**config.mk**
```make
export PLATFORM = sky130hd
export DESIGN_NAME = pcm_top
export DESIGN_NICKNAME = d
export VERILOG_FILES = /design/src/pcm_pkg.sv /design/src/pcm_top.sv
export SDC_FILE = /design/constraint.sdc
export NUM_CORES = 1
export LEC_CHECK = 0
export BUFFER_PORTS_ARGS = -buffer_cell sky130_fd_sc_hd__buf_2
export CORE_ASPECT_RATIO = 0.7
export CORE_MARGIN = 4
export CORE_UTILIZATION = 50
export DETAILED_ROUTE_END_ITERATION = 8
export MAX_ROUTING_LAYER = met4
export PLACE_DENSITY = 0.82
export SYNTH_ARGS = -nofsm -noshare
export SYNTH_HDL_FRONTEND = slang
export SYNTH_SLANG_ARGS = --single-unit
```
**constraint.sdc**
```tcl
create_clock -name core_clk -period 3.48 [get_ports core_clk]
set_input_delay 1.044 -clock core_clk [delete_from_list [all_inputs] [get_ports core_clk]]
set_output_delay 1.044 -clock core_clk [all_outputs]
set_load 0.02 [all_outputs]
```
**src/pcm_pkg.sv**
```systemverilog
// Package for the power and clock manager: register map, fields, modes, timing.
// Assumes a single core_clk domain with a slow-clock tick produced inside the block.
package pcm_pkg;

  // ---------------------------------------------------------------
  // Timing
  // ---------------------------------------------------------------
  localparam int          CORE_CLK_HZ      = 25000000;
  localparam int          SLOW_CLK_HZ      = 32768;
  localparam int          SLOW_DIV_CYCLES  = (CORE_CLK_HZ + SLOW_CLK_HZ / 2) / SLOW_CLK_HZ;
  localparam int          BACKUP_HOLD_SLOW = 32768;
  localparam int          OSC_DEC_PERIOD   = 8;
  localparam logic [9:0]  SLOW_DIV_LAST    = 10'(SLOW_DIV_CYCLES - 1);
  localparam logic [2:0]  OSC_DEC_LAST     = 3'(OSC_DEC_PERIOD - 1);

  // ---------------------------------------------------------------
  // Register offsets (own choice)
  // ---------------------------------------------------------------
  localparam logic [7:0]  ADDR_CLOCK_GEN   = 8'h00;
  localparam logic [7:0]  ADDR_MODE        = 8'h04;
  localparam logic [7:0]  ADDR_PERIPH_EN   = 8'h08;
  localparam logic [7:0]  ADDR_STATUS      = 8'h0C;
  localparam logic [7:0]  ADDR_INT_MASK    = 8'h10;
  localparam logic [7:0]  ADDR_WAKE_CFG    = 8'h14;

  // Clock gen fields
  localparam int          CG_ENABLE_BIT    = 0;
  localparam int          CG_BYPASS_BIT    = 1;
  localparam int          CG_CLKOUT_DIS    = 2;
  localparam int          CG_SEL_LSB       = 4;
  localparam int          CG_PRE_LSB       = 8;
  localparam int          CG_COUNT_LSB     = 16;

  // Status / interrupt bits
  localparam int          ST_OSC_STABLE    = 0;
  localparam int          ST_WAKE          = 1;
  localparam int          ST_ALARM         = 2;
  localparam int          ST_LIVE_STABLE   = 8;
  localparam int          ST_LIVE_CORE     = 9;
  localparam int          ST_LIVE_MAIN_PWR = 10;
  localparam int          ST_LIVE_BK_RST   = 11;
  localparam int          NUM_EVENTS       = 3;

  localparam int          NUM_PERIPH       = 16;
  localparam logic [7:0]  OSC_COUNT_RESET  = 8'h00;

  // Clock source select
  localparam logic [1:0]  SEL_SLOW         = 2'h0;
  localparam logic [1:0]  SEL_MAIN         = 2'h1;

  typedef enum logic [2:0] {
    PCM_NORMAL, PCM_IDLE, PCM_SLOW, PCM_STANDBY, PCM_POWER_DOWN
  } pcm_mode_t;

  typedef struct packed {
    logic [7:0]  addr;
    logic [31:0] wdata;
    logic        write;
    logic        read;
  } pcm_bus_req_t;

  typedef struct packed {
    logic                  core_clk_en;
    logic [NUM_PERIPH-1:0] periph_clk_en;
    logic                  main_osc_on;
    logic                  pll_on;
    logic                  main_power_on;
  } pcm_gate_t;

endpackage : pcm_pkg

```
**src/pcm_top.sv**
```systemverilog
// Power and clock manager: backup reset stretch, main oscillator start-up,
// bypass, operating modes, master clock selection with prescaler and output.
// Assumes the pins arrive asynchronously and the oscillators are modelled as
// plain level inputs; the slow clock is a tick derived from core_clk.
//
// How it works
// backup reset held for 32768 slow ticks after backup reset pin rises.
// stretched backup reset initialises alarm/wake and shutdown logic state.
// main oscillator enable is clear after reset.
// clearing oscillator enable stops oscillator and clears stable flag.
// writing enable restarts oscillator and loads counter from same write.
// counter decrements every 8 ticks; zero sets stable flag and interrupt.
// bypass bit selects external clock input instead of crystal.
// reset leaves the block in slow clock mode.
// normal mode: power on, core clock on, peripherals as enabled.
// idle stops core clock until interrupt; peripherals keep running.
// slow clock mode turns main oscillator and PLL off.
// standby is slow mode plus stopped core, resumed by interrupt.
// power-down keeps main power off until wake edge or alarm.
// slow clock tick at 32768 Hz drives the manager.
// master clock chosen by selector and prescaler, driven to output pin.
// core clock on after reset, restarted by any enabled interrupt.
// start-up counter runs on the slow clock tick.
`timescale 1ns/100ps
module pcm_top
  import pcm_pkg::*;
#(
  parameter int BACKUP_HOLD = BACKUP_HOLD_SLOW
) (
  input  wire logic                  core_clk,
  input  wire logic                  reset,
  input  wire pcm_pkg::pcm_bus_req_t bus_req,
  output logic [31:0]                bus_rdata,
  input  wire logic                  backup_reset_pin,
  input  wire logic                  main_osc_input_pin,
  input  wire logic                  crystal_clk,
  input  wire logic                  wake_pin,
  input  wire logic                  rtc_alarm,
  input  wire logic                  irq_pending,
  output logic                       master_clock_out_pin,
  output logic                       master_clock_out_oe,
  output logic                       master_clock,
  output pcm_pkg::pcm_gate_t         gates,
  output logic                       irq
);
  import pcm_pkg::*;

  // ---------------------------------------------------------------
  // Input synchronisers
  // ---------------------------------------------------------------
  localparam int NSYNC = 6;
  logic [NSYNC-1:0] sync_a;
  logic [NSYNC-1:0] sync_b;
  wire  [NSYNC-1:0] raw_in = {irq_pending, rtc_alarm, wake_pin, crystal_clk,
                              main_osc_input_pin, backup_reset_pin};
  always_ff @(posedge core_clk) begin
    if (reset) begin
      sync_a <= '0;
      sync_b <= '0;
    end else begin
      sync_a <= raw_in;
      sync_b <= sync_a;
    end
  end
  wire bk_pin_s  = sync_b[0];
  wire ext_clk_s = sync_b[1];
  wire xtal_s    = sync_b[2];
  wire wake_s    = sync_b[3];
  wire alarm_s   = sync_b[4];
  wire irq_in_s  = sync_b[5];

  // ---------------------------------------------------------------
  // Slow clock tick
  // ---------------------------------------------------------------
  logic [9:0] slow_div;
  wire        slow_tick = (slow_div == SLOW_DIV_LAST);
  always_ff @(posedge core_clk) begin
    if (reset) slow_div <= '0;
    else if (slow_tick) slow_div <= '0;
    else slow_div <= slow_div + 10'h001;
  end

  // ---------------------------------------------------------------
  // Backup reset stretch
  // ---------------------------------------------------------------
  logic [16:0] bk_count;
  logic        bk_reset;
  wire         bk_done = (bk_count == 17'(BACKUP_HOLD - 1));
  always_ff @(posedge core_clk) begin
    if (reset || !bk_pin_s) begin
      bk_count <= '0;
      bk_reset <= 1'b1;
    end else if (bk_reset && slow_tick) begin
      if (bk_done) bk_reset <= 1'b0;
      else bk_count <= bk_count + 17'h00001;
    end
  end

  // ---------------------------------------------------------------
  // Register bus decode
  // ---------------------------------------------------------------
  wire wr_cg    = bus_req.write && bus_req.addr == ADDR_CLOCK_GEN;
  wire wr_mode  = bus_req.write && bus_req.addr == ADDR_MODE;
  wire wr_per   = bus_req.write && bus_req.addr == ADDR_PERIPH_EN;
  wire wr_stat  = bus_req.write && bus_req.addr == ADDR_STATUS;
  wire wr_mask  = bus_req.write && bus_req.addr == ADDR_INT_MASK;
  wire wr_wake  = bus_req.write && bus_req.addr == ADDR_WAKE_CFG;

  logic                  osc_enable;
  logic                  osc_bypass;
  logic                  clkout_dis;
  logic [1:0]            clk_sel;
  logic [2:0]            prescale;
  logic [7:0]            osc_count_cfg;
  logic [7:0]            osc_counter;
  logic [2:0]            osc_sub;
  logic                  osc_stable;
  logic [NUM_PERIPH-1:0] periph_en;
  logic [NUM_EVENTS-1:0] int_status;
  logic [NUM_EVENTS-1:0] int_mask;
  logic                  wake_rise;
  logic                  alarm_wake_en;
  pcm_mode_t             mode;

  wire [7:0] wr_count = bus_req.wdata[CG_COUNT_LSB +: 8];
  wire       wr_en    = bus_req.wdata[CG_ENABLE_BIT];
  wire [1:0] wr_sel   = bus_req.wdata[CG_SEL_LSB +: 2];
  // Refuse deselecting slow clock while main oscillator is not ready
  wire       sel_ok   = (wr_sel == SEL_SLOW) || (wr_en && osc_stable);
  wire       main_ok  = osc_enable && osc_stable;

  // ---------------------------------------------------------------
  // Clock generator control
  // ---------------------------------------------------------------
  always_ff @(posedge core_clk) begin
    if (reset) begin
      osc_enable    <= 1'b0;
      osc_bypass    <= 1'b0;
      clkout_dis    <= 1'b0;
      clk_sel       <= SEL_SLOW;
      prescale      <= '0;
      osc_count_cfg <= OSC_COUNT_RESET;
    end else if (wr_cg) begin
      osc_enable    <= wr_en;
      osc_bypass    <= bus_req.wdata[CG_BYPASS_BIT];
      clkout_dis    <= bus_req.wdata[CG_CLKOUT_DIS];
      prescale      <= bus_req.wdata[CG_PRE_LSB +: 3];
      osc_count_cfg <= wr_count;
      if (sel_ok) clk_sel <= wr_sel;
    end else if (mode == PCM_SLOW || mode == PCM_STANDBY || mode == PCM_POWER_DOWN) begin
      osc_enable <= 1'b0;
      clk_sel    <= SEL_SLOW;
    end
  end

  // Oscillator start-up counter on slow tick
  wire osc_dec = slow_tick && (osc_sub == OSC_DEC_LAST);
  always_ff @(posedge core_clk) begin
    if (reset) begin
      osc_counter <= '0;
      osc_sub     <= '0;
      osc_stable  <= 1'b0;
    end else if (wr_cg && wr_en) begin
      osc_counter <= wr_count;
      osc_sub     <= '0;
      osc_stable  <= 1'b0;
    end else if (!osc_enable || (wr_cg && !wr_en)) begin
      osc_stable  <= 1'b0;
    end else if (!osc_stable && slow_tick) begin
      osc_sub <= osc_sub + 3'h1;
      if (osc_dec) begin
        if (osc_counter == 8'h00) osc_stable <= 1'b1;
        else osc_counter <= osc_counter - 8'h01;
      end
    end
  end

  logic osc_stable_d;
  always_ff @(posedge core_clk) begin
    if (reset) osc_stable_d <= 1'b0;
    else osc_stable_d <= osc_stable;
  end
  wire ev_stable = osc_stable && !osc_stable_d;

  // ---------------------------------------------------------------
  // Wake and alarm (backup domain)
  // ---------------------------------------------------------------
  logic wake_prev;
  always_ff @(posedge core_clk) begin
    if (bk_reset) begin
      wake_prev     <= 1'b0;
      wake_rise     <= 1'b1;
      alarm_wake_en <= 1'b0;
    end else begin
      wake_prev <= wake_s;
      if (wr_wake) begin
        wake_rise     <= bus_req.wdata[0];
        alarm_wake_en <= bus_req.wdata[1];
      end
    end
  end
  wire wake_edge = wake_rise ? (wake_s && !wake_prev) : (!wake_s && wake_prev);
  wire ev_wake   = wake_edge;
  wire ev_alarm  = alarm_s && alarm_wake_en;

  // ---------------------------------------------------------------
  // Operating mode
  // ---------------------------------------------------------------
  wire [2:0] wr_mode_val = bus_req.wdata[2:0];
  wire       wake_any    = ev_wake || ev_alarm;
  always_ff @(posedge core_clk) begin
    if (reset) begin
      mode <= PCM_SLOW;
    end else begin
      unique case (mode)
        PCM_IDLE:       if (irq_in_s) mode <= PCM_NORMAL;
        PCM_STANDBY:    if (irq_in_s) mode <= PCM_SLOW;
        PCM_POWER_DOWN: if (wake_any) mode <= PCM_SLOW;
        PCM_NORMAL, PCM_SLOW: begin
          if (wr_mode) begin
            unique case (wr_mode_val)
              // Normal needs no oscillator; the oscillator can only start outside slow mode
              3'h0:    mode <= PCM_NORMAL;
              3'h1:    if (main_ok) mode <= PCM_IDLE;
              3'h3:    mode <= PCM_STANDBY;
              3'h4:    mode <= PCM_POWER_DOWN;
              default: mode <= PCM_SLOW;
            endcase
          end
        end
      endcase
    end
  end

  // ---------------------------------------------------------------
  // Peripheral enables, interrupt status and mask
  // ---------------------------------------------------------------
  wire [NUM_EVENTS-1:0] events = {ev_alarm, ev_wake, ev_stable};
  always_ff @(posedge core_clk) begin
    if (reset) begin
      periph_en  <= '0;
      int_mask   <= '0;
    end else begin
      if (wr_per)  periph_en <= bus_req.wdata[NUM_PERIPH-1:0];
      if (wr_mask) int_mask  <= bus_req.wdata[NUM_EVENTS-1:0];
    end
  end
  // Set wins over a write-one clear in the same cycle
  genvar gi;
  generate
    for (gi = 0; gi < NUM_EVENTS; gi++) begin : g_stat
      always_ff @(posedge core_clk) begin
        if (reset) int_status[gi] <= 1'b0;
        else if (events[gi]) int_status[gi] <= 1'b1;
        else if (wr_stat && bus_req.wdata[gi]) int_status[gi] <= 1'b0;
      end
    end
  endgenerate

  // ---------------------------------------------------------------
  // Master clock selection and prescaler
  // ---------------------------------------------------------------
  wire main_src  = osc_bypass ? ext_clk_s : xtal_s;
  wire sel_main  = (clk_sel != SEL_SLOW) && main_ok;
  wire src_level = sel_main ? main_src : slow_div[9];
  logic       src_prev;
  logic [6:0] pre_cnt;
  logic       mclk;
  wire        src_rise = src_level && !src_prev;
  wire [6:0]  pre_last = 7'(1) << prescale;
  always_ff @(posedge core_clk) begin
    if (reset) begin
      src_prev <= 1'b0;
      pre_cnt  <= '0;
      mclk     <= 1'b0;
    end else begin
      src_prev <= src_level;
      if (src_rise) begin
        if (prescale == 3'h0) begin
          mclk <= ~mclk;
        end else if (pre_cnt >= (pre_last - 7'h01)) begin
          pre_cnt <= '0;
          mclk    <= ~mclk;
        end else begin
          pre_cnt <= pre_cnt + 7'h01;
        end
      end
    end
  end

  // ---------------------------------------------------------------
  // Outputs and read back
  // ---------------------------------------------------------------
  wire core_run   = (mode == PCM_NORMAL) || (mode == PCM_SLOW);
  wire pwr_on     = (mode != PCM_POWER_DOWN);
  wire [31:0] rd_cg = {8'h00, osc_count_cfg, 5'h00, prescale, 2'h0, clk_sel,
                       1'b0, clkout_dis, osc_bypass, osc_enable};
  wire [31:0] rd_st = {20'h0, bk_reset, pwr_on, core_run, osc_stable,
                       5'h00, int_status};
  logic [31:0] next_rdata;
  always_comb begin
    next_rdata = 32'h0000_0000;
    if (bus_req.read) begin
      unique case (bus_req.addr)
        ADDR_CLOCK_GEN: next_rdata = rd_cg;
        ADDR_MODE:      next_rdata = {29'h0, mode};
        ADDR_PERIPH_EN: next_rdata = {16'h0, periph_en};
        ADDR_STATUS:    next_rdata = rd_st;
        ADDR_INT_MASK:  next_rdata = {29'h0, int_mask};
        ADDR_WAKE_CFG:  next_rdata = {30'h0, alarm_wake_en, wake_rise};
        default:        next_rdata = 32'h0000_0000;
      endcase
    end
  end

  always_ff @(posedge core_clk) begin
    if (reset) begin
      bus_rdata            <= '0;
      irq                  <= 1'b0;
      master_clock         <= 1'b0;
      master_clock_out_pin <= 1'b0;
      master_clock_out_oe  <= 1'b0;
      gates                <= '{core_clk_en: 1'b1, periph_clk_en: '0, main_osc_on: 1'b0,
                                pll_on: 1'b0, main_power_on: 1'b1};
    end else begin
      bus_rdata            <= next_rdata;
      irq                  <= |(int_status & int_mask);
      master_clock         <= mclk;
      master_clock_out_pin <= mclk;
      master_clock_out_oe  <= !clkout_dis;
      gates.core_clk_en    <= core_run;
      gates.periph_clk_en  <= pwr_on ? periph_en : '0;
      gates.main_osc_on    <= osc_enable;
      gates.pll_on         <= 1'b0;
      gates.main_power_on  <= pwr_on;
    end
  end

endmodule : pcm_top

```
==> out/results.env <==
GPL.FINAL_WEIGHTED_CONGESTION=0.865
PATH_MAX_FANOUT=8
SYNTH_TOP_FAMILY_BY_AREA='simple AND/OR/NAND/NOR gates'
WORST-ENDPOINT-ARRIVAL_NS=3.27
NUMPLACEDINSTANCES=935
POSTROUTEWIRELENGTH_MM=15.0
TRACK_USAGE_PCT=21.4
ROW_COUNT=34
SLEW_VIOL_FINAL=0
FIN_AREA_UM2=7490
REPORT.FINAL.SETUP_VIOL=0
GRT_ANTENNA_BEFORE_REPAIR=0
CRITICAL_PATH.ENDPOINT_TYPE='flip-flop'
SYN-MEAN-INSTANCE-AREA_UM2=8.95
FINAL.SETUP_SKEW_NS=0.00714
R2R.WORST_PATH.CELLS=12
FLOORPLAN_DIE_HEIGHT_UM=103
WORST_EP_REQUIRED_TIME_NS=3.78
FIN_NETS=858
GRT_PASS1_VIAS=5087
DRT_DRC_VIOLATIONS_LEFT=0
SYN2LAYOUT_AREA_GROWTH_PCT=17.1
TOTAL_SETUP_BUFFERS_INSERTED_AFTER_CTS=0
SYNTH_CELL_TYPES=66
SYNTH_ENABLE_FLOP_CELLS=0
HPWL_MM=10.5
INITIAL_CORE_UTIL_PCT=51.3
WORSTSETUPSTARTPOINTTYPE='flip-flop'
POSTLAYOUTCOREUTIL_PCT=60.1
SYNTH.CELL_AREA_UM2=6400
MAXSLEWHEADROOM_PCT=42.5
PORT_BUFFERS=88
SETUP_TOTAL_NEGATIVE_SLACK_NS=0
SYNTH.FF_LATCH_COUNT=152
MIN_PATH_CELLS=1
YOSYS.AREA_SHARE.SIMPLE_PCT=26.1
DIE_WIDTH_UM=143
TRITONCTS='yes'
CLKTRANSATPATHREGS_NS=0.06
CORE_REGION_AREA_UM2=12500
NUMBER_OF_HOLD_VIOLATIONS_IN_THE_FINAL_REPORT=0
FIRST_ITER_VIOLATIONS=381
POWER_DENSITY_nW_PER_UM2=486
CTS_MAX_PATH_BUFFERS=2
NUM-FILL-CELLS=1060
FINAL.MIN_CLOCK_PERIOD_NS=2.97
TOP_LEVEL_PORTS=106
PLACEMENT.CELL_AREA_UM2=6920
NUM_ANTENNA_CELLS=0
FINAL_ANTENNA_NET_COUNT=0
SYNTHESIS.YOSYS.WARNINGS=0
ROUTEDWLPERCELL_UM=15.5
NETLIST_INSTANCES=715
CRITPATHKIND='flip-flop to flip-flop'
NUMCLOCKSINKS=152
MIN_PERIOD_OVER_PERIOD_PCT=85.3
SYNTH_SEQ_AREA_SHARE_PCT=47.6
OUTCOME='complete, no violations'
CTS_MADE_BUFFERS=17
SYNTHMUXAREASHARE_PCT=2.56
POST_ROUTE_CELLS_DRIVE_ABOVE_1_SHARE_PCT=18.3
SYNTHADDERAREAFRAC_PCT=3.13
DIE_AR_UM2=14700
P_LEAK_nW=2.89
GLOBALROUTEOVERFLOWTOTAL=0
DRTPASS1ITERATIONS=6
SYNTHXORXNORAREAFRAC_PCT=3.29
TIMING.FMAX_GHz=0.337
RSZ0062_AT_GRT='false'
GRT_START_MAX_NET_PINS=25
DRT-VIAS-PER-INSTANCE=5.59
TIGHTESTPINTRANSITION_NS=0.860
ASYNCSETRESETFLOPFRACSYNTH_PCT=0
WORSTSKEWPAIRLATENCY_NS=0.42
SYNTH-COMPOUND-AREA-SHARE_PCT=12.3
FIN_CELLS=967
SYNTH_TOP_FLOP_CELL='dfxtp_1'
HOLD_PATH_CLASS='flip-flop to flip-flop'
MAX-CAP-VIOLATIONS=0
VIAS=5406
IR_DROP_mV=0.392
NUMBER_OF_BUFFERS_INSERTED_BY_HOLD_REPAIR_AT_CTS=0
GRT_PASS1_WL_MM=24.5
CTS.ROOT.BUFFER_CELL='clkbuf_16'
CTS.HTREE.LEVELS=4
==> metal layers <==
| layer | track usage [%] | up-vias | routed length (um) |
|---|---|---|---|
| li1 | - | 2653 | - |
| met1 | 28.7 | 2528 | 6840 |
| met2 | 32.5 | 208 | 6820 |
| met3 | 5.29 | 17 | 1220 |
| met4 | 5.70 | 0 | 110 |
| met5 | - | - | 0 |
==> cell usage in the layout, fill, tap and decap left out, drive strengths merged, types with 13 or more instances in the layout <==
cell | netlist | final
mux2i | 13 | 13
dfxtp | 152 | 152
inv | 16 | 23
o21ai | 14 | 14
nand4 | 14 | 14
nor3 | 20 | 20
buf | 23 | 100
nor2 | 53 | 53
and2 | 32 | 32
nor2b | 22 | 22
a21oi | 61 | 61
ha | 16 | 16
clkbuf | 27 | 17
nand3 | 35 | 35
nand2 | 80 | 80
xor2 | 13 | 13
==> area by class of cell <==
cell class	instances	area [um^2]	share of cell area (%)
Clock buffer	17	425	5.68
Clock inverter	15	141	1.89
Inverter	17	63.8	0.852
Multi-Input combinational cell	504	3080	41.2
Sequential cell	152	3040	40.6
Tap cell	162	203	2.71
Timing Repair Buffer	100	531	7.08
==> registers in the layout, summed over array words and instances (netlist names), 2 cells and up <==
signal         flops
osc_counter        8
int_status         3
slow_div          10
pre_cnt            7
bk_count          17
mode               3
bus_rdata         24
int_mask           3
osc_count_cfg      8
sync_b             6
sync_a             6
prescale           3
gates             19
clk_sel            2
osc_sub            3
periph_en         16
==> power by group <==
group / leakage [nW] / internal [mW] / switching [mW]
logic: 1.39 / 0.0408 / 0.0794
registers: 1.23 / 1.75 / 0.00626
clock network: 0.272 / 0.998 / 0.768
total: 2.89 / 2.79 / 0.854
==> critical path, cell delays in order (launching register included) <==
cell and delay [ns]:
dfxtp_1 0.40, nor3_2 0.43, inv_1 0.12, ha_1 0.28, xor2_1 0.19, nor2_1 0.06
a21oi_1 0.15, ha_1 0.26, and3_1 0.20, a311oi_1 0.34, buf_4 0.19, a21oi_1 0.06
nand4b_1 0.16
==> cell usage after synthesis (14+ instances only) <==
master	number	area [um^2]
o21ai_0	14	70.1
nand2_1	80	300
nor3_1	20	100
clkbuf_1	26	97.6
a21oi_1	61	305
ha_1	16	200
nor2_1	53	199
inv_1	16	60.1
nand3_1	35	175
and2_1	32	200
dfxtp_1	152	3040
nor2b_1	22	138
==> cell families after synthesis <==
kind of cell	count (synthesis)
compound gates	123
xor+xnor	24
fa+ha+maj	16
buf+inv	67
flops	152
mux	16
other cells	1
simple gates	316
==> path summary, 6_finish.rpt <==
path | startpoint | end | slack [ns]
setup / recovery | prescale[0] | mclk | 0.51
hold / removal | sync_a[0] | sync_b[0] | 0.44
setup reg to reg | prescale[0] | mclk | 0.51
hold reg to reg | sync_a[0] | sync_b[0] | 0.44
==> metrics by stage <==
step | power [mW] | hold WS (ns) | setup slack, ns
finish | 3.64 | 0.439 | 0.513
global route | 3.77 | 0.460 | 0.219
CTS | 3.66 | 0.444 | 0.318
detailed placement | 1.91 | 0.430 | 0.350
global placement | 1.91 | 0.425 | 0.464
floorplan | 1.87 | 0.407 | 0.437
==> repair_timing <==
action	in CTS	in global routing
resized for setup	0	1
endpoints found under the hold margin	0	0
setup endpoints to repair	0	5
(Power assumes the default switching activity.)
